--- src/wdt_pkg.sv ---
/*
 * wdt_pkg: register offsets, field positions and reset values of the watchdog.
 * assumes a 32-bit apb register bus, one aligned word per register.
 */
package wdt_pkg;

	// ****************************************************************
	// register byte offsets
	// ****************************************************************
	localparam logic [11:0] OFF_LOAD = 12'h000;
	localparam logic [11:0] OFF_VALUE = 12'h004;
	localparam logic [11:0] OFF_CTRL = 12'h008;
	localparam logic [11:0] OFF_ICR = 12'h00c;
	localparam logic [11:0] OFF_RIS = 12'h010;
	localparam logic [11:0] OFF_MIS = 12'h014;
	localparam logic [11:0] OFF_STALL = 12'h018;
	localparam logic [11:0] OFF_LOCK = 12'h01c;
	localparam logic [11:0] OFF_STATUS = 12'h020;
	localparam logic [11:0] OFF_IMASK = 12'h024;

	// ****************************************************************
	// field positions
	// ****************************************************************
	localparam int CTRL_INTEN = 0;
	localparam int CTRL_RESEN = 1;
	localparam int CTRL_RUN = 2;
	localparam int ST_TIMEOUT = 0;
	localparam int ST_RESET = 1;

	// ****************************************************************
	// reset values and keys
	// ****************************************************************
	localparam logic [31:0] LOAD_RST = 32'hffffffff;
	localparam logic [31:0] UNLOCK_KEY = 32'h1acce551;
	localparam logic [31:0] ZERO_WORD = 32'h00000000;
	localparam logic [1:0] ST_RST = 2'h0;
	localparam logic [1:0] MASK_RST = 2'h0;

endpackage

--- src/wdt_top.sv ---
/*
 * wdt_top: watchdog timer with apb register slave, lock and second-timeout reset.
 * assumes one clock, synchronous inputs, and a debug halt level from the core.
 */
// The APB slave port and the placing of the registers were chosen for this implementation.
`timescale 1ns/100ps
module wdt_top
(
	input wire logic clock,
	input wire logic rst_n,
	input wire logic psel,
	input wire logic penable,
	input wire logic pwrite,
	input wire logic [11:0] paddr,
	input wire logic [31:0] pwdata,
	input wire logic [3:0] pstrb,
	input wire logic debug_halt,
	output logic [31:0] prdata,
	output logic pready,
	output logic pslverr,
	output logic wdt_irq,
	output logic wdt_sys_reset
);

	// ****************************************************************
	// reset release
	// ****************************************************************
	logic rst_s1_r;
	logic rst_s2_r;
	always_ff @(posedge clock or negedge rst_n)
	begin
		if (!rst_n)
		begin
			rst_s1_r <= 1'b0;
			rst_s2_r <= 1'b0;
		end
		else
		begin
			rst_s1_r <= 1'b1;
			rst_s2_r <= rst_s1_r;
		end
	end
	wire logic srst_n = rst_s2_r;

	// ****************************************************************
	// state
	// ****************************************************************
	logic [31:0] load_r;
	logic [31:0] load_nxt;
	logic [31:0] count_r;
	logic [31:0] count_nxt;
	logic run_r;
	logic run_nxt;
	logic inten_r;
	logic inten_nxt;
	logic resen_r;
	logic resen_nxt;
	logic stall_r;
	logic stall_nxt;
	logic locked_r;
	logic locked_nxt;
	logic ris_r;
	logic ris_nxt;
	logic [1:0] st_r;
	logic [1:0] st_nxt;
	logic [1:0] mask_r;
	logic [1:0] mask_nxt;
	logic irq_r;
	logic sysrst_r;

	// ****************************************************************
	// apb decode, zero wait states
	// ****************************************************************
	wire logic acc = psel & penable;
	wire logic wr = acc & pwrite;
	wire logic hit_load = paddr == wdt_pkg::OFF_LOAD;
	wire logic hit_value = paddr == wdt_pkg::OFF_VALUE;
	wire logic hit_ctrl = paddr == wdt_pkg::OFF_CTRL;
	wire logic hit_icr = paddr == wdt_pkg::OFF_ICR;
	wire logic hit_ris = paddr == wdt_pkg::OFF_RIS;
	wire logic hit_mis = paddr == wdt_pkg::OFF_MIS;
	wire logic hit_stall = paddr == wdt_pkg::OFF_STALL;
	wire logic hit_lock = paddr == wdt_pkg::OFF_LOCK;
	wire logic hit_stat = paddr == wdt_pkg::OFF_STATUS;
	wire logic hit_mask = paddr == wdt_pkg::OFF_IMASK;
	wire logic mapped = hit_load | hit_value | hit_ctrl | hit_icr | hit_ris | hit_mis
		| hit_stall | hit_lock | hit_stat | hit_mask;
	wire logic full_word = pstrb == 4'hf;
	wire logic wr_ok = wr & mapped & full_word;
	wire logic cfg_open = ~locked_r;
	wire logic wr_load = wr_ok & hit_load & cfg_open;
	wire logic wr_ctrl = wr_ok & hit_ctrl & cfg_open;
	wire logic wr_stall = wr_ok & hit_stall & cfg_open;
	wire logic wr_icr = wr_ok & hit_icr;
	wire logic wr_lock = wr_ok & hit_lock;
	wire logic wr_stat = wr_ok & hit_stat;
	wire logic wr_mask = wr_ok & hit_mask;

	// ****************************************************************
	// counter
	// ****************************************************************
	wire logic halted = stall_r & debug_halt;
	wire logic at_zero = count_r == wdt_pkg::ZERO_WORD;
	wire logic tick = run_r & ~halted;
	wire logic timeout = tick & at_zero;
	wire logic zero_load = wr_load & (pwdata == wdt_pkg::ZERO_WORD);
	wire logic second = timeout & ris_r & resen_r;
	wire logic start = wr_ctrl & pwdata[wdt_pkg::CTRL_RUN] & ~run_r;

	always_comb
	begin
		load_nxt = load_r;
		run_nxt = run_r;
		inten_nxt = inten_r;
		resen_nxt = resen_r;
		stall_nxt = stall_r;
		count_nxt = count_r;
		if (wr_load)
			load_nxt = pwdata;
		if (wr_ctrl)
		begin
			// run and interrupt enable only set; reset enable follows written bit
			if (pwdata[wdt_pkg::CTRL_RUN])
				run_nxt = 1'b1;
			if (pwdata[wdt_pkg::CTRL_RUN] | pwdata[wdt_pkg::CTRL_INTEN])
				inten_nxt = 1'b1;
			resen_nxt = pwdata[wdt_pkg::CTRL_RESEN];
		end
		if (wr_stall)
			stall_nxt = pwdata[0];
		if (tick)
			count_nxt = at_zero ? load_r : count_r - 32'h00000001;
		if (wr_icr)
			count_nxt = load_r; // restart after clear
		if (start)
			count_nxt = load_r;
		if (wr_load & (run_r | start))
			count_nxt = pwdata;
	end

	// ****************************************************************
	// interrupt and status
	// ****************************************************************
	wire logic to_evt = (timeout | zero_load) & inten_nxt;
	always_comb
	begin
		// set wins over clear
		ris_nxt = (ris_r & ~wr_icr) | to_evt;
		st_nxt = st_r & ~(wr_stat ? pwdata[1:0] : 2'h0);
		if (wr_icr)
			st_nxt[wdt_pkg::ST_TIMEOUT] = 1'b0;
		st_nxt[wdt_pkg::ST_TIMEOUT] = st_nxt[wdt_pkg::ST_TIMEOUT] | to_evt;
		st_nxt[wdt_pkg::ST_RESET] = st_nxt[wdt_pkg::ST_RESET] | second;
		mask_nxt = wr_mask ? pwdata[1:0] : mask_r;
		if (wr_lock)
			locked_nxt = pwdata != wdt_pkg::UNLOCK_KEY;
		else
			locked_nxt = locked_r;
	end

	// ****************************************************************
	// read mux
	// ****************************************************************
	wire logic mis = ris_r & inten_r;
	wire logic [31:0] ctrl_rd = {29'h0, run_r, resen_r, inten_r};
	wire logic [31:0] rd_mux =
		hit_load ? load_r :
		hit_value ? count_r :
		hit_ctrl ? ctrl_rd :
		hit_ris ? {31'h0, ris_r} :
		hit_mis ? {31'h0, mis} :
		hit_stall ? {31'h0, stall_r} :
		hit_lock ? {31'h0, locked_r} :
		hit_stat ? {30'h0, st_r} :
		hit_mask ? {30'h0, mask_r} : wdt_pkg::ZERO_WORD;

	// ****************************************************************
	// registers
	// ****************************************************************
	always_ff @(posedge clock or negedge srst_n)
	begin
		if (!srst_n)
		begin
			load_r <= wdt_pkg::LOAD_RST;
			count_r <= wdt_pkg::LOAD_RST;
		end
		else
		begin
			load_r <= load_nxt;
			count_r <= count_nxt;
		end
	end

	always_ff @(posedge clock or negedge srst_n)
	begin
		if (!srst_n)
		begin
			run_r <= 1'b0;
			inten_r <= 1'b0;
		end
		else
		begin
			run_r <= run_nxt;
			inten_r <= inten_nxt;
		end
	end

	always_ff @(posedge clock or negedge srst_n)
	begin
		if (!srst_n)
		begin
			resen_r <= 1'b0;
			stall_r <= 1'b0;
		end
		else
		begin
			resen_r <= resen_nxt;
			stall_r <= stall_nxt;
		end
	end

	always_ff @(posedge clock or negedge srst_n)
	begin
		if (!srst_n)
		begin
			locked_r <= 1'b0;
			mask_r <= wdt_pkg::MASK_RST;
		end
		else
		begin
			locked_r <= locked_nxt;
			mask_r <= mask_nxt;
		end
	end

	always_ff @(posedge clock or negedge srst_n)
	begin
		if (!srst_n)
		begin
			ris_r <= 1'b0;
			st_r <= wdt_pkg::ST_RST;
		end
		else
		begin
			ris_r <= ris_nxt;
			st_r <= st_nxt;
		end
	end

	// ****************************************************************
	// bus answer registers
	// ****************************************************************
	wire logic setup_ph = psel & ~penable;
	wire logic rd_take = setup_ph & ~pwrite;

	// read data captured in setup, shown during access
	always_ff @(posedge clock or negedge srst_n)
	begin
		if (!srst_n)
			prdata <= wdt_pkg::ZERO_WORD;
		else
			prdata <= rd_take ? rd_mux : prdata;
	end

	always_ff @(posedge clock or negedge srst_n)
	begin
		if (!srst_n)
		begin
			pready <= 1'b0;
			pslverr <= 1'b0;
		end
		else
		begin
			pready <= setup_ph;
			pslverr <= setup_ph & ~mapped;
		end
	end

	// ****************************************************************
	// interrupt and reset outputs
	// ****************************************************************
	always_ff @(posedge clock or negedge srst_n)
	begin
		if (!srst_n)
		begin
			irq_r <= 1'b0;
			sysrst_r <= 1'b0;
		end
		else
		begin
			irq_r <= |(st_nxt & mask_nxt);
			// held until reset of the block itself
			sysrst_r <= sysrst_r | second;
		end
	end

	always_comb
	begin
		wdt_irq = irq_r;
		wdt_sys_reset = sysrst_r;
	end

endmodule

--- config.mk ---
export PLATFORM = sky130hd
export DESIGN_NAME = wdt_top
export DESIGN_NICKNAME = d
export VERILOG_FILES = /design/src/wdt_pkg.sv /design/src/wdt_top.sv
export SDC_FILE = /design/constraint.sdc
export NUM_CORES = 1
export LEC_CHECK = 0
export ABC_AREA = 1
export BUFFER_PORTS_ARGS = -buffer_cell sky130_fd_sc_hd__buf_2
export CAP_MARGIN = 20
export CELL_PAD_IN_SITES_DETAIL_PLACEMENT = 1
export CELL_PAD_IN_SITES_GLOBAL_PLACEMENT = 2
export CORE_MARGIN = 2
export CORE_UTILIZATION = 36
export DETAILED_ROUTE_END_ITERATION = 7
export MAX_ROUTING_LAYER = met4
export PLACE_DENSITY = 0.95
export SETUP_SLACK_MARGIN = 0.3
export SKIP_CTS_REPAIR_TIMING = 1
export SYNTH_ARGS = -nofsm -noshare
export SYNTH_HDL_FRONTEND = slang
export SYNTH_SLANG_ARGS = --single-unit
--- constraint.sdc ---
create_clock -name clock -period 5.9 [get_ports clock]
set_input_delay 1.475 -clock clock [delete_from_list [all_inputs] [get_ports clock]]
set_output_delay 1.475 -clock clock [all_outputs]
set_load 0.005 [all_outputs]
==> flow_summary_export.csv <==
group,metric,value,unit
synth,mappedNetlistNets,1072,
synth,seq_area_frac_synth,0.398,
floorplan,die_width,146,um
setup_path,worst_setup_path_start_kind,"input pin",
setup_path,arrival,4460,ps
power,total_leakage_power,0.00392,uW
global_routing,grt_use_total,0.267,
power,internal_power,1290,uW
floorplan,die_height,146,um
timing,setup_tns,0,ps
global_routing,pin_count_of_the_biggest_net_entering_global_routing,63,
timing,tmin_final,4160,ps
timing,final.setup_skew,12.9,ps
power,total_switching_power,415,uW
synth,yosys_register_bits,112,
cts,clock_path_buffers,2,
global_routing,grt_antenna_before_repair,0,
timing,layout_setup_ws,1740,ps
global_routing,global_route_wire_length_before_repair,43000,um
layout,fillCellCount,2541,
floorplan,die_area,21300,um^2
timing,final-hold-violation-count,0,
placed_design,gp_congestion,0.927,
placed_design,place.detailed.hpwl,19400,um
timing,fmax,240,MHz
cts,insertion_delay,380,ps
setup_path,critPathKind,"in2reg",
floorplan,floorplan.initialDensity,0.370,
floorplan,rows,51,
synth,synthArstFlopShare,1.00,
setup_path,crit_path_max_fanout,55,
route,drt_drc_violations_left,0,
synth,ys.flop_type,"dfstp_2",
outcome,outcome,"complete, no violations",
synth,yosys_warnings,0,
synth,synth-edff-count,0,
route,dr_iter_0_viols,600,
worst_hold_path,hold_path.class,"reg2reg",
layout,total_inserted_antenna_cells,0,
synth,syn_area,7250,um^2
route,vias_per_cell,5.46,
synth,postSynthAreaPerCell,7.13,um^2
power,seqPwrFrac,0.484,
timing,slew_limit_headroom,0.332,
power,p_total,1710,uW
setup_path,r2r_slack,2790,ps
floorplan,top_ports,90,
synth,netlist_instances,1017,
cts,path_clk_slew,80,ps
timing,finalSetupViolCount,0,
floorplan,coreArea,19600,um^2
placed_design,io_buffers,89,
power,power.combinational.fraction,0.082,
cts,cts_num_sinks,112,
power,sw_frac_of_total,0.243,
route,drt_first_pass_iters,5,
placed_design,detailedPlace.worstSlack,1420,ps
cts,clock_tree_from_tritoncts,"done",
power,vdd.ir_drop.worst,128,uV
cts,clock_root_cell,"clkbuf_16",
cts,cts_made_buffers,9,
cts,clock_tree.htree_level_count,3,
route,post_drt_wl_per_cell,20.1,um
layout,drive_above_1_share,0.189,
global_routing,grt_pass1_vias,7528,
power,areal_power_density_over_the_cells,207,nW/um^2
timing,grt_setup_unrepaired,"no",
route,route.antenna.remaining_nets,0,
job,drv.max_cap_violation_count,0,
route,route.final.wire_length,27300,um
layout,multi_input_area,3680,um^2
global_routing,grt_ovf,0,
power,power.clock.fraction,0.433,
timing,timing.final.crit_share,0.705,
synth,synth.lib_cells_used.distinct,44,
timing,worst_pin_slew,1000,ps
setup_path,critical_path.endpoint_type,"flop",
timing,final-max-slew-violation-count,0,
layout,syn_to_final_growth,14.1,%
route,routed-via-count,7404,
setup_path,cp_data_required_time,6200,ps
layout,layout.area.seq,2890,um^2
layout,finish.net_count,1140,
==> metal layers <==
| metal | track usage | share of wire | up-vias |
|---|---|---|---|
| met5 | - | 0 | - |
| met4 | 0.0951 | 0.028 | 0 |
| met3 | 0.0339 | 0.055 | 37 |
| met2 | 0.410 | 0.46 | 221 |
| met1 | 0.364 | 0.46 | 3641 |
| li1 | - | - | 3505 |
==> stage by stage <==
stage	std cells	util	hold WS (ps)	cell area [um^2]
after global routing	1355	0.422	362	8270
after CTS	1355	0.422	361	8270
after detailed placement	1339	0.404	342	7920
after floorplan	1017	-	331	7250
after global placement	1339	0.404	337	7920
final	1355	0.422	358	8270
==> power by group through the flow <==
| stage | registers [uW] | clock network (uW) | logic [uW] |
|---|---|---|---|
| after floorplan | 846 | 0 | 51.0 |
| after global placement | 840 | 0 | 140 |
| after detailed placement | 842 | 0 | 142 |
| after CTS | 829 | 750 | 143 |
| after global routing | 835 | 781 | 156 |
| final | 827 | 740 | 141 |
==> cell families (layout without fill, tap and decap cells) <==
| family | Yosys count | count (layout) | share of synthesized area |
|---|---|---|---|
| and+or+nand+nor | 535 | 535 | 0.333 |
| buffers and inverters | 176 | 249 | 0.0951 |
| DFF | 112 | 112 | 0.398 |
| muxes | 1 | 1 | 0.00155 |
| adders and majority gates | 1 | 1 | 0.00173 |
| xor gates and xnor gates | 19 | 19 | 0.0230 |
| other | 1 | 1 | 0.000517 |
| AOI/OAI and AO/OA | 172 | 172 | 0.147 |
==> final timing paths <==
path	from	to	cells after the start
setup / recovery	paddr[6]	count_r[2]$_DFFE_PN1P_	14
hold / removal	rst_s1_r$_DFF_PN0_	rst_s2_r$_DFF_PN0_	0
setup reg to reg	locked_r$_DFFE_PN0P_	count_r[2]$_DFFE_PN1P_	9
hold reg to reg	rst_s1_r$_DFF_PN0_	rst_s2_r$_DFF_PN0_	0
max in group asynchronous	rst_s2_r$_DFF_PN0_	prdata[24]$_DFFE_PN0P_	1
min in group asynchronous	rst_s2_r$_DFF_PN0_	wdt_sys_reset$_DFF_PN0_	0
==> area by class of cell <==
cell class / count / area share
clock buffers: 10 / 0.0289
well taps: 265 / 0.0401
flip-flops and latches: 112 / 0.349
multi-input cells: 729 / 0.445
clock inverters: 6 / 0.0139
repair buffers: 97 / 0.0611
inverters: 136 / 0.0617
==> layout by cell type, fill, tap and decap left out, types with 11 or more instances in the layout <==
master,n
nor2_1,97
dfstp_2,64
a22oi_1,11
xor2_1,14
a21oi_1,37
dfrtp_1,47
buf_2,89
a221oi_1,14
inv_1,127
o21a_1,23
nand2_1,257
o221ai_1,16
o21ai_0,65
nand3_1,103
nand4_1,36
==> Yosys cell counts (2+ instances only) <==
master / count / area, um^2
a21oi_1: 37 / 185
a221oi_1: 14 / 123
a22oi_1: 11 / 82.6
buf_2: 14 / 70.1
clkbuf_1: 23 / 86.3
clkinv_1: 4 / 15.0
dfrtp_1: 48 / 1200
dfstp_2: 64 / 1680
inv_1: 127 / 477
inv_2: 5 / 18.8
nand2_1: 257 / 965
nand2_2: 4 / 25.0
nand3_1: 103 / 515
nand3_2: 2 / 20.0
nand4_1: 36 / 225
nor2_1: 97 / 364
nor2_2: 4 / 25.0
nor2_4: 5 / 56.3
nor2_8: 2 / 40.0
nor3_1: 8 / 40.0
nor4_1: 9 / 56.3
o211ai_1: 2 / 15.0
o21a_1: 23 / 173
o21ai_0: 65 / 325
o21ai_1: 2 / 10.0
o221ai_1: 16 / 140
xnor2_1: 5 / 43.8
xor2_1: 14 / 123
==> state kept, by name, summed over array words and instances, names as in the netlist, 2 cells and up <==
signal   cells
count_r     32
load_r      32
prdata      32
mask_r       2
st_r         2
==> critical path: stages <==
cell	delay [ps]
buf_2	80
inv_1	40
nand2_1	100
nor2_1	80
nand3_1	120
nand3_2	230
nand4_4	130
buf_4	500
nor2_8	120
nor2_4	620
nand2_2	550
o21a_1	250
nand2_1	60
nand2_1	60
No activity file was read; power rests on OpenSTA's default activity.
